<file path="config.mk">
export PLATFORM = sky130hd
export DESIGN_NAME = sgbd_decoder
export DESIGN_NICKNAME = d
export VERILOG_FILES = /design/src/rtl/sgbd_pkg.sv /design/src/rtl/sgbd_strap_if.sv /design/src/rtl/sgbd_strap_qual.sv /design/src/rtl/sgbd_decoder.sv
export SDC_FILE = /design/constraint.sdc
export NUM_CORES = 1
export LEC_CHECK = 0
export BUFFER_PORTS_ARGS = -buffer_cell sky130_fd_sc_hd__buf_4
export CAP_MARGIN = 0
export CORE_MARGIN = 2
export CORE_UTILIZATION = 49
export CTS_BUF_LIST = sky130_fd_sc_hd__clkbuf_2 sky130_fd_sc_hd__clkbuf_4 sky130_fd_sc_hd__clkbuf_8
export CTS_CLUSTER_DIAMETER = 150
export CTS_CLUSTER_SIZE = 10
export DETAILED_ROUTE_END_ITERATION = 16
export PLACE_DENSITY = 0.67
export REMOVE_ABC_BUFFERS = 1
export SLEW_MARGIN = 20
export SYNTH_ARGS = -nofsm -noshare
export SYNTH_HDL_FRONTEND = slang
export SYNTH_SLANG_ARGS = --single-unit
</file>
<file path="constraint.sdc">
create_clock -name clock -period 7.8 [get_ports clock]
set_clock_uncertainty 0.15 [all_clocks]
set_input_delay 0.78 -clock clock [delete_from_list [all_inputs] [get_ports clock]]
set_output_delay 0.78 -clock clock [all_outputs]
set_load 0.005 [all_outputs]
</file>
<file path="src/rtl/sgbd_pkg.sv">
package sgbd_pkg;

    // clock and strap sampling timing
    localparam int CLK_HZ         = 200_000_000;
    localparam int SAMPLE_NS      = 1000;
    localparam int SAMPLE_CYC     = (SAMPLE_NS * (CLK_HZ / 1_000_000)) / 1000;
    localparam int STABLE_SAMPLES = 2;

    // level codes delivered by the strap quantizers
    localparam int LEVEL_W = 3;
    typedef enum logic [2:0] {
        LVL_TIED_LOW  = 3'h0,
        LVL_RES_LOW   = 3'h1,
        LVL_TIED_HIGH = 3'h2,
        LVL_RES_HIGH  = 3'h3,
        LVL_FLOAT     = 3'h4
    } sgbd_level_e;

    // interface mode numbers and their ranges
    localparam logic [3:0] IFM_I2S_FIRST   = 4'h2;
    localparam logic [3:0] IFM_I2S_LAST    = 4'h4;
    localparam logic [3:0] IFM_PCMLO_FIRST = 4'h5;
    localparam logic [3:0] IFM_PCMLO_LAST  = 4'h9;
    localparam logic [3:0] IFM_PCMHI_FIRST = 4'hA;
    localparam logic [3:0] IFM_PCMHI_LAST  = 4'hE;
    typedef enum logic [1:0] {
        IFC_OTHER  = 2'h0,
        IFC_I2S    = 2'h1,
        IFC_PCM_LO = 2'h2,
        IFC_PCM_HI = 2'h3
    } sgbd_ifc_e;

    // gain mode numbers
    localparam logic [2:0] GM_NONE      = 3'h0;
    localparam logic [2:0] GM_TIED_I2S  = 3'h1;
    localparam logic [2:0] GM_TIED_PCM  = 3'h2;
    localparam logic [2:0] GM_RES_LOW   = 3'h3;
    localparam logic [2:0] GM_TIED_HIGH = 3'h4;
    localparam logic [2:0] GM_ALC       = 3'h5;
    localparam logic [2:0] GM_FLOAT     = 3'h6;

    // gain in dB and linear multiplier, unsigned Q3.8
    localparam int         GAIN_MULT_W = 11;
    localparam logic [3:0] DB3         = 4'h3;
    localparam logic [3:0] DB6         = 4'h6;
    localparam logic [3:0] DB9         = 4'h9;
    localparam logic [3:0] DB12        = 4'hC;
    localparam logic [10:0] MULT3      = 11'h169;
    localparam logic [10:0] MULT6      = 11'h200;
    localparam logic [10:0] MULT9      = 11'h2D2;
    localparam logic [10:0] MULT12     = 11'h400;

    // beep modes and level factors, unsigned Q0.10
    localparam int         BEEP_FACTOR_W = 10;
    localparam int         BEEP_AMP_W    = 21;
    localparam logic [2:0] BM_NONE       = 3'h0;
    localparam logic [2:0] BM_OFF        = 3'h1;
    localparam logic [2:0] BM_RES_LOW    = 3'h2;
    localparam logic [2:0] BM_TIED_RAIL  = 3'h3;
    localparam logic [2:0] BM_RES_RAIL   = 3'h4;
    localparam logic [2:0] BM_FLOAT      = 3'h5;
    localparam logic [9:0] BF_RES_LOW    = 10'h2A0;
    localparam logic [9:0] BF_TIED_RAIL  = 10'h230;
    localparam logic [9:0] BF_RES_RAIL   = 10'h1C1;
    localparam logic [9:0] BF_FLOAT      = 10'h150;

    // outcome of the gain decision
    typedef struct packed {
        logic [2:0] mode;
        logic [3:0] db;
        logic       auto_level_control;
        logic       fallback;
    } sgbd_gain_s;

endpackage

</file>
<file path="src/rtl/sgbd_strap_if.sv">
`timescale 1ns/1ps
`default_nettype none

// one strap channel between the decoder and its qualifier
interface sgbd_strap_if;
    logic [2:0] rawCode;
    logic       sampleEn;
    logic       clear;
    logic [2:0] code;
    logic       valid;

    modport ctl  (output rawCode, output sampleEn, output clear, input code, input valid);
    modport qual (input rawCode, input sampleEn, input clear, output code, output valid);
endinterface

`default_nettype wire

</file>
<file path="src/rtl/sgbd_strap_qual.sv">
`timescale 1ns/1ps
`default_nettype none

module sgbd_strap_qual #(
    parameter int STABLE = sgbd_pkg::STABLE_SAMPLES
) (
    // clock and reset
    input  wire logic  clock,
    input  wire logic  rst_n,
    // strap channel
    sgbd_strap_if.qual sp
);
    generate
        if (STABLE < 2 || STABLE > 8) begin : g_badStable
            $error("STABLE must lie in 2..8");
        end
    endgenerate

    typedef struct packed {
        logic       seen;
        logic [2:0] cand;
        logic [2:0] cnt;
        logic [2:0] code;
        logic       valid;
    } sgbd_qual_s;

    sgbd_qual_s st_q;
    sgbd_qual_s st_d;

    localparam logic [2:0] CNT_LAST = 3'(STABLE - 1);

    // a candidate replaces the held code only after enough equal samples
    always_comb begin
        st_d = st_q;
        if (sp.clear) begin
            st_d = '0;
        end else if (sp.sampleEn) begin
            // cleared candidate is not a sample: a tied-low strap would pass on one look
            if (!st_q.seen || sp.rawCode != st_q.cand) begin
                st_d.seen = 1'b1;
                st_d.cand = sp.rawCode;
                st_d.cnt  = 3'h0;
            end else if (st_q.cnt != CNT_LAST) begin
                st_d.cnt = st_q.cnt + 3'h1;
            end
            if (st_q.seen && sp.rawCode == st_q.cand && st_q.cnt >= CNT_LAST - 3'h1) begin
                st_d.code  = st_q.cand;
                st_d.valid = 1'b1;
            end
        end
    end

    // state register
    always_ff @(posedge clock) begin
        if (!rst_n) begin
            st_q <= '0;
        end else begin
            st_q <= st_d;
        end
    end

    assign sp.code  = st_q.code;
    assign sp.valid = st_q.valid;
endmodule

`default_nettype wire

</file>
<file path="src/rtl/sgbd_decoder.sv">
`timescale 1ns/1ps
`default_nettype none

// Function
// - enable high makes the block active; enable low shuts it down.
// - gain strap quantizes into five level codes, each selecting a gain mode.
// - gain strap tied low: 9 dB in I2S modes, 12 dB in modes 10-14.
// - gain strap resistor to ground: fixed 3 dB, valid in modes 2-9.
// - six gain modes: tied high 12 dB, floating 6 dB, others by strap.
// - resistor to supply: 12 dB maximum with clip level control enabled.
// - time slots 4-7: strap tied low, gain fixed at 12 dB.
// - time slots 0-3: every gain except 9 dB selectable.
// - I2S modes accept every strap-selected gain mode.
// - 3/6/9/12 dB map to multipliers 1.41, 2, 2.82, 4; beep scales with it.
// - beep strap gives five codes: one off, four square-wave levels.
// - beep runs only while the enable input is high.
// - beep strap pulled low disables the beep always.
// - beep factors 0.656, 0.547, 0.438, 0.328 times the gain multiplier.
// - interface mode comes from frame syncs; slots 0-3 modes 5-9, 4-7 modes 10-14.
module sgbd_decoder #(
    parameter int SAMPLE_CYCLES = sgbd_pkg::SAMPLE_CYC,
    parameter int STABLE        = sgbd_pkg::STABLE_SAMPLES
) (
    // clock and reset
    input  wire logic        clock,
    input  wire logic        rst_n,
    // pins and quantizer outputs, asynchronous
    input  wire logic        ampEnPin,
    input  wire logic [2:0]  gainStrapCode,
    input  wire logic [2:0]  beepStrapCode,
    // interface mode from the serial receiver, same clock
    input  wire logic [3:0]  ifMode,
    // decoded settings
    output logic             ampActive,
    output logic             settingsValid,
    output logic [2:0]       gainMode,
    output logic [3:0]       gainDb,
    output logic [10:0]      gainMultQ,
    output logic             clipAlcEn,
    output logic             comboFallback,
    output logic             beepOn,
    output logic [2:0]       beepMode,
    output logic [20:0]      beepAmpQ
);
    generate
        if (SAMPLE_CYCLES < 1 || SAMPLE_CYCLES > 256) begin : g_badDiv
            $error("SAMPLE_CYCLES must lie in 1..256");
        end
    endgenerate

    localparam logic [7:0] DIV_LAST = 8'(SAMPLE_CYCLES - 1);

    typedef struct packed {
        logic        enMeta;
        logic        enSync;
        logic [2:0]  gainMeta;
        logic [2:0]  gainSync;
        logic [2:0]  beepMeta;
        logic [2:0]  beepSync;
        logic [7:0]  divCnt;
        logic        sampleEn;
        logic        active;
        logic        valid;
        logic [2:0]  gainMode;
        logic [3:0]  gainDb;
        logic [10:0] gainMult;
        logic        auto_level_control;
        logic        fallback;
        logic        beepOn;
        logic [2:0]  beepMode;
        logic [20:0] beepAmp;
    } sgbd_dec_s;

    sgbd_dec_s st_q;
    sgbd_dec_s st_d;

    sgbd_strap_if gainQ ();
    sgbd_strap_if beepQ ();

    // sort the interface mode into the classes the gain check needs
    function automatic sgbd_pkg::sgbd_ifc_e classify(input logic [3:0] m);
        if (m >= sgbd_pkg::IFM_PCMHI_FIRST && m <= sgbd_pkg::IFM_PCMHI_LAST) begin
            classify = sgbd_pkg::IFC_PCM_HI;
        end else if (m >= sgbd_pkg::IFM_PCMLO_FIRST && m <= sgbd_pkg::IFM_PCMLO_LAST) begin
            classify = sgbd_pkg::IFC_PCM_LO;
        end else if (m >= sgbd_pkg::IFM_I2S_FIRST && m <= sgbd_pkg::IFM_I2S_LAST) begin
            classify = sgbd_pkg::IFC_I2S;
        end else begin
            classify = sgbd_pkg::IFC_OTHER;
        end
    endfunction

    // gain dB to linear multiplier
    function automatic logic [10:0] multOf(input logic [3:0] db);
        case (db)
            sgbd_pkg::DB3:  multOf = sgbd_pkg::MULT3;
            sgbd_pkg::DB6:  multOf = sgbd_pkg::MULT6;
            sgbd_pkg::DB9:  multOf = sgbd_pkg::MULT9;
            sgbd_pkg::DB12: multOf = sgbd_pkg::MULT12;
            default:        multOf = 11'h000;
        endcase
    endfunction

    // beep mode to level factor, zero when silent
    function automatic logic [9:0] factorOf(input logic [2:0] bm);
        case (bm)
            sgbd_pkg::BM_RES_LOW:   factorOf = sgbd_pkg::BF_RES_LOW;
            sgbd_pkg::BM_TIED_RAIL: factorOf = sgbd_pkg::BF_TIED_RAIL;
            sgbd_pkg::BM_RES_RAIL:  factorOf = sgbd_pkg::BF_RES_RAIL;
            sgbd_pkg::BM_FLOAT:     factorOf = sgbd_pkg::BF_FLOAT;
            default:                factorOf = 10'h000;
        endcase
    endfunction

    // strap code plus interface class to gain; time slots 4-7 force 12 dB
    function automatic sgbd_pkg::sgbd_gain_s decodeGain(input logic [2:0] code,
                                                        input sgbd_pkg::sgbd_ifc_e ifc);
        sgbd_pkg::sgbd_gain_s g;
        g = '0;
        if (ifc == sgbd_pkg::IFC_PCM_HI) begin
            g.mode     = sgbd_pkg::GM_TIED_PCM;
            g.db       = sgbd_pkg::DB12;
            g.fallback = (code != sgbd_pkg::LVL_TIED_LOW);
        end else begin
            case (code)
                sgbd_pkg::LVL_TIED_LOW: begin
                    if (ifc == sgbd_pkg::IFC_PCM_LO) begin
                        g.mode     = sgbd_pkg::GM_FLOAT;
                        g.db       = sgbd_pkg::DB6;
                        g.fallback = 1'b1;
                    end else begin
                        g.mode = sgbd_pkg::GM_TIED_I2S;
                        g.db   = sgbd_pkg::DB9;
                    end
                end
                sgbd_pkg::LVL_RES_LOW: begin
                    g.mode = sgbd_pkg::GM_RES_LOW;
                    g.db   = sgbd_pkg::DB3;
                end
                sgbd_pkg::LVL_TIED_HIGH: begin
                    g.mode = sgbd_pkg::GM_TIED_HIGH;
                    g.db   = sgbd_pkg::DB12;
                end
                sgbd_pkg::LVL_RES_HIGH: begin
                    g.mode = sgbd_pkg::GM_ALC;
                    g.db   = sgbd_pkg::DB12;
                    g.auto_level_control  = 1'b1;
                end
                default: begin
                    g.mode = sgbd_pkg::GM_FLOAT; // floating, also unused codes
                    g.db   = sgbd_pkg::DB6;
                end
            endcase
        end
        decodeGain = g;
    endfunction

    // beep strap code to beep mode number
    function automatic logic [2:0] beepModeOf(input logic [2:0] code);
        case (code)
            sgbd_pkg::LVL_TIED_LOW:  beepModeOf = sgbd_pkg::BM_OFF;
            sgbd_pkg::LVL_RES_LOW:   beepModeOf = sgbd_pkg::BM_RES_LOW;
            sgbd_pkg::LVL_TIED_HIGH: beepModeOf = sgbd_pkg::BM_TIED_RAIL;
            sgbd_pkg::LVL_RES_HIGH:  beepModeOf = sgbd_pkg::BM_RES_RAIL;
            default:                 beepModeOf = sgbd_pkg::BM_FLOAT;
        endcase
    endfunction

    // qualifier channels: cleared whenever the block is not active
    assign gainQ.rawCode  = st_q.gainSync;
    assign gainQ.sampleEn = st_q.sampleEn;
    assign gainQ.clear    = !st_q.active;
    assign beepQ.rawCode  = st_q.beepSync;
    assign beepQ.sampleEn = st_q.sampleEn;
    assign beepQ.clear    = !st_q.active;

    sgbd_strap_qual #(.STABLE(STABLE)) u_gainQual (
        .clock (clock),
        .rst_n (rst_n),
        .sp    (gainQ)
    );

    sgbd_strap_qual #(.STABLE(STABLE)) u_beepQual (
        .clock (clock),
        .rst_n (rst_n),
        .sp    (beepQ)
    );

    // next state: synchronisers, sample divider, decoded settings
    always_comb begin
        sgbd_pkg::sgbd_gain_s gSel;
        logic [2:0]           bm;
        gSel = '0;
        bm   = '0;
        st_d = st_q;
        st_d.enMeta   = ampEnPin;
        st_d.enSync   = st_q.enMeta;
        st_d.gainMeta = gainStrapCode;
        st_d.gainSync = st_q.gainMeta;
        st_d.beepMeta = beepStrapCode;
        st_d.beepSync = st_q.beepMeta;
        st_d.active   = st_q.enSync;
        st_d.sampleEn = 1'b0;
        if (!st_q.enSync || !st_q.active) begin
            // shutdown drops settings and beep in the same edge as active
            st_d.divCnt   = 8'h00;
            st_d.valid    = 1'b0;
            st_d.gainMode = sgbd_pkg::GM_NONE;
            st_d.gainDb   = 4'h0;
            st_d.gainMult = 11'h000;
            st_d.auto_level_control      = 1'b0;
            st_d.fallback = 1'b0;
            st_d.beepOn   = 1'b0;
            st_d.beepMode = sgbd_pkg::BM_NONE;
            st_d.beepAmp  = 21'h00_0000;
        end else begin
            if (st_q.divCnt == DIV_LAST) begin
                st_d.divCnt   = 8'h00;
                st_d.sampleEn = 1'b1;
            end else begin
                st_d.divCnt = st_q.divCnt + 8'h01;
            end
            // settings follow only qualified codes, so they hold between changes
            if (gainQ.valid && beepQ.valid) begin
                gSel          = decodeGain(gainQ.code, classify(ifMode));
                bm            = beepModeOf(beepQ.code);
                st_d.valid    = 1'b1;
                st_d.gainMode = gSel.mode;
                st_d.gainDb   = gSel.db;
                st_d.gainMult = multOf(gSel.db);
                st_d.auto_level_control      = gSel.auto_level_control;
                st_d.fallback = gSel.fallback;
                st_d.beepMode = bm;
                st_d.beepOn   = (bm != sgbd_pkg::BM_OFF);
                st_d.beepAmp  = {10'h000, multOf(gSel.db)} * {11'h000, factorOf(bm)};
            end
        end
    end

    // state register, synchronous reset
    always_ff @(posedge clock) begin
        if (!rst_n) begin
            st_q <= '0;
        end else begin
            st_q <= st_d;
        end
    end

    assign ampActive     = st_q.active;
    assign settingsValid = st_q.valid;
    assign gainMode      = st_q.gainMode;
    assign gainDb        = st_q.gainDb;
    assign gainMultQ     = st_q.gainMult;
    assign clipAlcEn     = st_q.auto_level_control;
    assign comboFallback = st_q.fallback;
    assign beepOn        = st_q.beepOn;
    assign beepMode      = st_q.beepMode;
    assign beepAmpQ      = st_q.beepAmp;

    wire logic qualOk = st_q.active && st_q.enSync && gainQ.valid && beepQ.valid;
endmodule

`default_nettype wire

</file>
==> run metrics, run 1 <==
# H-tree levels 3; Ports 60; Synth Area in Compound Gates 0.114; PD cells 127 nW/um^2; Die Wd 110 um; CTS Buffer Depth 2; Synth Warn # 0; Post-Layout Cell Count 778; Post-Synth XOR/XNOR Area 0.0449; total grt overflow 0; critical register-to-register path startpoint u_gainQual.sp.code[1]; post-synthesis async set-or-reset flop share 0; Min-Delay Path Class flop to flop; CTS tree done; critical path arrival 6.46 ns; number of distinct library cells after synthesis 55; IO buf count 57; worst hold-check slack 0.288 ns; RSZ-0062 raised after global routing false; DR top layer met4; worst r2r path cells 19; worst-case vdd ir drop 135 uV; clock sinks 78; Int Pwr 0.562 mW; Mapped Area 5460 um^2; RePlAce Congestion 0.845; drt first pass iters 4; simple-gate share of the synthesized area 0.159; Max stage delay cell, worst path or4b_4; Synth Register Bits 78; actual slew at the worst max-slew pin 0.790 ns; Rows 38; top area cells in the synthesized netlist dfxtp_1, ha_1, fa_1, buf_4, nor2_1; vias in the first global route 3972; Clk network pwr share 0.432; dominant synthesized flop cell dfxtp_1; main combinational cell family by area after synthesis adder cells; Routed WL 10400 um; Pleak 2.83 nW; Core Area 10800 um^2; mux cell area share after synthesis 0.0257; sequential share of the synthesized area 0.286; Worst-Skew Late Latency 0.37 ns; TritonCTS Buffers 9; initial antenna violation count 0; crit-path cells buf_4 > o21ai_1 > a31oi_1 > or4b_4 > nor2_1 > fa_1 > inv_1 > fa_1 > inv_1 > fa_1 > ha_1 > inv_1 > fa_1 > inv_1 > ha_1 > and3_1 > a221oi_2 > a211oi_2 > o31ai_2 > mux2i_1 > nand3_1; WP data required 7.92 ns; Final Max Slew Viols 0; Tcrit/Tclk final 0.814; reg-to-reg endpoint beepAmpQ[19]; WL per Instance 13.4 um; sw frac 0.244; R2R setup slack 1.75 ns; crit-path leading delay family adder cells; Syn Area/Cell 8.71 um^2; hold_buf cts 0; CP Launch Point ifMode[2]; Mapped Cells 627; CP max stage delay 0.64 ns; HPWL Detailed 8100 um; die area 12000 um^2; combinational share of power 0.027; layout cells sized above 1 0.138; DRT antenna net count 0; startpoint types input port; status completed; Setup crit end beepAmpQ[19]; fmax 158 MHz; synthesis-to-layout area growth 7.63%; fin crit period 6.35 ns; Worst Path Class, Setup input port to flop; Yosys top cell area share 0.286; Final Hold Viols 0; P_sw 0.181 mW; Sum Neg Setup Slack 0 ns; via count 4035; met1 wire length 4790 um; area leader, netlist dfxtp_1; Die Y 110 um; Initial Utilization 0.504; CP bufs+invs 5; final net count 738; Root Driver clkbuf_8; total power 0.744 mW; max-cap viol count 0; Critical Path Sink Type flop; Adder-Cell Fraction of Synth Area 0.251; Worst-path clk slew 0.09 ns; routed vias/inst 5.19; wire length on met3 495 um; first-pass GRT wire length 17700 um; placed instance count 762; number of synthesized flops with an enable pin 0; Worst path depth 21; wire length on met2 4990 um; ant diodes 0; final setup vio count 0; Resize count post-CTS 0; DRC 0; largest fanout on the critical path 11; Flop pwr share 0.541; Final Util 0.542; drt initial violations 215; largest net degree at the start of global routing 26; Tot GR Track Use 0.189; post-CTS setup buffers 0; Slew HR 0.472
## per-layer routing
layer | vias to the layer above | track usage
met5 | - | 0
met4 | 0 | 0.0642
met3 | 12 | 0.0462
met2 | 86 | 0.313
met1 | 1907 | 0.242
li1 | 2030 | -
## placed cells by master (no fill, tap or decap), drive strengths merged, types with 4 or more instances in the layout
| cell | instances |
|---|---|
| a211oi | 10 |
| a21o | 5 |
| a21oi | 41 |
| and2 | 16 |
| and3 | 6 |
| buf | 60 |
| clkbuf | 9 |
| dfxtp | 78 |
| fa | 28 |
| ha | 64 |
| inv | 65 |
| mux2i | 14 |
| nand2 | 45 |
| nand2b | 6 |
| nand3 | 16 |
| nor2 | 76 |
| nor3 | 8 |
| o21a | 5 |
| o21ai | 19 |
| o21bai | 4 |
| xnor2 | 15 |
| xor2 | 13 |
## state kept, by name (all words and copies together) (netlist names), 4 cells and up
name,flops
u_gainQual.st_q,4
u_beepQual.st_q,4
st_q,8
st_d,8
beepAmpQ,19
gainDb,4
gainMultQ,5
## power by group through the flow
| stage | Clock [mW] | Combinational, mW | Sequential [mW] |
|---|---|---|---|
| after global placement | 0 | 0.0194 | 0.412 |
| after detailed placement | 0 | 0.0200 | 0.412 |
| after floorplan | 0 | 0.0111 | 0.412 |
| after CTS | 0.331 | 0.0201 | 0.403 |
| final | 0.321 | 0.0202 | 0.403 |
| after global routing | 0.346 | 0.0228 | 0.403 |
## worst reg2reg max path: cells and delay by family, from the launching register on
kind / cells / cell delay, ns
DFF: 1 / 0.37
adders and majority gates: 6 / 2.49
and+or+nand+nor: 5 / 1.64
AOI/OAI and AO/OA: 3 / 0.83
buffers and inverters: 4 / 0.26
muxes: 1 / 0.21
## cell type report
| cell class | instances | area (um^2) |
|---|---|---|
| fillers | 1035 | 4960 |
| multi-input cells | 422 | 3250 |
| flip-flops and latches | 78 | 1560 |
| repair buffers | 60 | 450 |
| inverters | 62 | 233 |
| well taps | 140 | 175 |
| clock buffers | 9 | 124 |
| clock inverters | 7 | 80.1 |
## cells by family (layout without fill, tap and decap cells)
group,count (synthesis),count (layout)
buf+inv,128,138
fa+ha+maj,93,93
flops,78,78
compound gates,98,98
xor+xnor,28,28
other cells,1,2
mux,14,14
simple gates,187,187
## metrics by stage
| stage | instance area, um^2 | setup slack, ns |
|---|---|---|
| 3_3_place_gp | 5670 | 1.27 |
| 5_1_grt | 5880 | 1.14 |
| 4_1_cts | 5880 | 1.50 |
| 2_1_floorplan | 5050 | 1.67 |
| 3_5_place_dp | 5670 | 1.07 |
| 6_report | 5880 | 1.45 |
## synth_stat cells, drive strengths merged (2+ instances only)
master  count
and2       16
ha         64
or2         2
buf        47
fa         28
nor2       76
nor2b       2
nand4b      2
nand3      16
o211a       2
o21ai      19
a21o        5
xnor2      15
o21bai      4
nand2b      6
a21oi      41
and3        6
xor2       13
nor3        8
nor4        2
mux2i      14
nand2      45
nand4       2
o21a        5
inv        62
a211o       2
clkbuf     19
a211oi     10
dfxtp      78
## worst min path at each step
stage | start | end | slack, ns | cells after the start
detailed placement | st_d[56] | beepQ.rawCode[0] | 0.27 | 1
CTS | st_d[56] | beepQ.rawCode[0] | 0.29 | 1
global placement | st_d[63] | gainQ.rawCode[1] | 0.26 | 1
floorplan | st_d[56] | beepQ.rawCode[0] | 0.26 | 1
finish | st_d[63] | gainQ.rawCode[1] | 0.29 | 1
global route | st_d[58] | beepQ.rawCode[2] | 0.31 | 1
Power figures use the tool's default switching activity.
==> run 2, diff against run 1 <==
ABC_AREA = 1   (was not set)
PLACE_DENSITY = 0.69   (was 0.67)
clock period = 5.24 ns   (was 7.8 ns; I/O delays follow)
==> run metrics, run 2 <==
Syn Area/Cell 7.35 um^2; IO buf count 57; Die Y 112 um; Tcrit/Tclk final 0.944; Setup crit end beepAmpQ[19]; worst hold-check slack 0.178 ns; largest fanout on the critical path 6; reg-to-reg endpoint beepAmpQ[19]; initial antenna violation count 0; vias in the first global route 4610; synthesis-to-layout area growth 13.1%; status completed; via count 4634; Rows 39; Root Driver clkbuf_8; CP bufs+invs 6; Final Max Slew Viols 0; hold path start beepStrapCode[0]; DRT antenna net count 0; crit-path leading delay family adder cells; max reg flops 19; Mapped Cells 777; met1 usage 0.232; final setup vio count 0; crit-path cells nor3_4 > o211ai_1 > or2_1 > buf_4 > nor2_4 > inv_2 > fa_1 > inv_1 > fa_1 > inv_1 > fa_1 > inv_1 > ha_1 > ha_1 > ha_4 > nand2_1 > inv_1 > nand2_1 > nor3_1 > nand2_1 > nand3_1 > nand2_1 > nor2_1 > nor2_1; total grt overflow 0; number of synthesized flops with an enable pin 0; fill count 1092; Sum Neg Setup Slack 0 ns; total power 1.14 mW; Worst Path Class, Setup flop to flop; R2R setup slack 0.29 ns; Synth top cells by count inv_1, nand2_1, dfxtp_1, nor2_1, ha_1; drt initial violations 154; Worst-path clk slew 0.08 ns; Most Used Layer, Global Route met2; Post-Layout Cell Count 968; Final Hold Viols 0; dpl cell area 6190 um^2; startpoint types flop; die area 12500 um^2; design area 6460 um^2; critical path arrival 5.06 ns; WL per Instance 12.1 um; top-count cell post-synth inv_1; Pleak 3.55 nW; post-synthesis async set-or-reset flop share 0; number of distinct library cells after synthesis 39; RePlAce Congestion 0.874; Final Util 0.566; ant diodes 0; clock sinks 78; PD cells 177 nW/um^2; TritonCTS Buffers 9; Place WS -0.0845 ns; Critical Path Sink Type flop; area leader, netlist dfxtp_1; final net count 926; min setup slack post-route 0.291 ns; Core Area 11400 um^2; Min-Delay Path Class input port to flop; Synth Warn # 0; fmax 202 MHz; Synth Register Bits 78; # H-tree levels 3; sequential share of the synthesized area 0.273; critical register-to-register path startpoint u_gainQual.sp.code[2]; fin crit period 4.95 ns; Max stage delay cell, worst path fa_1; routed vias/inst 4.79; CTS Buffer Depth 2; most frequent cells in the layout inv_1, nand2_1, buf_4, dfxtp_1, nor2_1; commonest non-fill, non-tap cell in the layout inv_1; Worst path depth 24; Initial Utilization 0.500; layout cells sized above 1 0.181; CP Launch Point u_gainQual.sp.code[2]; Routed WL 11700 um; placed instance count 953; WP data required 5.35 ns; dominant synthesized flop cell dfxtp_1; met3 global-route usage 0.0414; Slew HR 0.379; Mapped Area 5710 um^2; Yosys top cell area share 0.273; DRC 0; top area cells in the synthesized netlist dfxtp_1, ha_1, inv_1, nand2_1, fa_1; worst r2r path cells 24; max-cap viol count 0; GR Layer Usage met2 0.360; actual slew at the worst max-slew pin 0.932 ns; CP max stage delay 0.54 ns; Worst-Skew Late Latency 0.37 ns; drt first pass iters 4; largest net degree at the start of global routing 56; CTS tree done; post-CTS setup buffers 0; Ports 60; worst-case vdd ir drop 226 uV; HPWL Detailed 9430 um; first-pass GRT wire length 20300 um; Die Wd 112 um; Tot GR Track Use 0.200
[run 2: how the worst min path moves through the flow]
stage                     depth (start not counted)          endpoint
after floorplan                                   2  beepQ.rawCode[0]
after global placement                            2  beepQ.rawCode[2]
after detailed placement                          2  gainQ.rawCode[1]
after CTS                                         3          st_d[56]
after global routing                              3          st_d[58]
final                                             3          st_d[56]
[run 2: routing by layer]
| layer | vias up | wire length [um] |
|---|---|---|
| met1 | 2106 | 5190 |
| met3 | 23 | 389 |
| li1 | 2433 | - |
| met5 | - | 0 |
| met4 | 0 | 312 |
| met2 | 72 | 5790 |
[run 2: cell families after synthesis]
kind of cell / synth area share
buffers and inverters: 0.176
flip-flops: 0.273
AO/OA/AOI/OAI: 0.0865
AND/OR/NAND/NOR: 0.212
adder cells (fa/ha/maj): 0.238
XOR/XNOR: 0.0138
other: 0.000656
[run 2: layout make-up]
class | count | area, um^2 | area share
multi-input cells | 478 | 3200 | 0.496
flip-flops and latches | 78 | 1570 | 0.242
repair buffers | 91 | 683 | 0.106
inverters | 163 | 612 | 0.0947
well taps | 143 | 179 | 0.0277
clock buffers | 9 | 124 | 0.0192
clock inverters | 6 | 93.8 | 0.0145
[run 2: worst min-delay path, stage by stage]
cell     delay [ns]
buf_4          0.07
nand2_1        0.04
inv_1          0.04
[run 2: power breakdown]
group	total [mW]	internal [mW]	switching (mW)
clock	0.498	0.269	0.229
combinational	0.0436	0.0189	0.0246
sequential	0.599	0.597	0.00205
[run 2: what timing repair did]
item | 4_1_cts | 5_1_grt
resized for setup | 0 | 15
hold buffers | 0 | 0
setup endpoints to repair | 0 | 10
==> run 3, diff against run 2 <==
REMOVE_ABC_BUFFERS = not set   (was 1)
==> run metrics, run 3 (synthesis gave the netlist of run 2 again) <==
status completed; critical path arrival 5.12 ns; dpl cell area 6160 um^2; fin crit period 5.01 ns; Sum Neg Setup Slack 0 ns; Initial Utilization 0.500; Pleak 3.53 nW; design area 6500 um^2; CTS tree done; met1 wire length 5280 um; HPWL Detailed 9260 um; Min-Delay Path Class input port to flop; max-cap viol count 0; worst-case vdd ir drop 172 uV; Final Hold Viols 0; Critical Path Sink Type flop; TritonCTS Buffers 9; CTS Buffer Depth 2; initial antenna violation count 0; wire length on met3 645 um; actual slew at the worst max-slew pin 0.880 ns; first-pass GRT wire length 20200 um; PD cells 168 nW/um^2; startpoint types flop; routed vias/inst 4.94; Max stage delay cell, worst path fa_1; drt initial violations 211; Die Wd 112 um; DRC 0; via count 4765; crit-path cells nor3_4 > o211ai_1 > or2_1 > buf_4 > nor2_4 > buf_12 > fa_1 > ha_1 > fa_1 > ha_1 > inv_1 > fa_1 > inv_1 > ha_1 > nand2_2 > nor2_1 > nand2_1 > nand3_2 > nand2_1 > nand3_1 > nand2_1 > nor2_1 > nor2_1; largest fanout on the critical path 6; vias in the first global route 4741; final net count 921; Worst-path clk slew 0.10 ns; Worst Path Class, Setup flop to flop; final setup vio count 0; IO buf count 57; Tcrit/Tclk final 0.955; CP max stage delay 0.53 ns; ant diodes 0; synthesis-to-layout area growth 13.8%; hold depth 3; commonest non-fill, non-tap cell in the layout inv_1; Resize count post-CTS 0; CP bufs+invs 4; Tot GR Track Use 0.195; Rows 39; # H-tree levels 3; DR top layer met4; Ports 60; fmax 200 MHz; max reg flops 19; drt first pass iters 7; post-CTS setup buffers 0; Worst path depth 23; Routed WL 11700 um; RePlAce Congestion 0.925; register area 1570 um^2; wire length on met2 5460 um; layout cells sized above 1 0.191; clock sinks 78; DRT antenna net count 0; Final Max Slew Viols 0; fill count 1069; most frequent cells in the layout inv_1, nand2_1, buf_4, dfxtp_1, nor2_1; worst r2r path cells 23; WP data required 5.35 ns; Root Driver clkbuf_8; total grt overflow 0; Multi-input gate area 3290 um^2; largest net degree at the start of global routing 56; WL per Instance 12.1 um; die area 12500 um^2; Slew HR 0.412; Worst-Skew Late Latency 0.37 ns; hold_buf cts 0; Die Y 112 um; Core Area 11400 um^2; crit-path leading delay family adder cells
-- run 3: tightest hold or removal path, cell delays in order --
cell and delay [ns]:
buf_4 0.07, nand2_1 0.04, inv_1 0.04
-- run 3: final timing paths --
kind	from	to	slack, ns
hold reg to reg	st_d[62]	gainQ.rawCode[0]	0.27
setup reg to reg	u_gainQual.sp.code[2]	beepAmpQ[19]	0.23
hold / removal	ampEnPin	st_d[68]	0.17
setup / recovery	u_gainQual.sp.code[2]	beepAmpQ[19]	0.23
-- run 3: metrics by stage --
step | hold slack [ns] | worst slack (ns) | cells | util | power (mW)
floorplan | 0.240 | 0.0750 | 778 | - | 0.638
global placement | 0.245 | -0.00837 | 948 | 0.540 | 0.654
detailed placement | 0.255 | -0.0777 | 948 | 0.540 | 0.656
CTS | 0.158 | 0.0694 | 964 | 0.557 | 1.11
global route | 0.167 | -0.0181 | 964 | 0.569 | 1.14
finish | 0.175 | 0.234 | 964 | 0.569 | 1.09
-- run 3: power breakdown --
part	switching (mW)	leakage (nW)	internal (mW)	total [mW]
Clock	0.264	0.101	0.188	0.452
Sequential	0.00235	0.633	0.597	0.600
Combinational	0.0249	2.79	0.0179	0.0428
-- run 3: final cells by class --
class                           instances  area share
Inverter                              163      0.0941
Timing Repair Buffer                   86       0.101
Multi-Input combinational cell        478       0.506
Clock buffer                            9      0.0191
Clock inverter                          7      0.0114
Sequential cell                        78       0.241
Tap cell                              143      0.0275
-- run 3: layer usage --
metal | track usage | vias to the layer above
met4 | 0.0797 | 0
li1 | - | 2416
met1 | 0.245 | 2208
met3 | 0.0386 | 24
met5 | 0 | -
met2 | 0.331 | 117
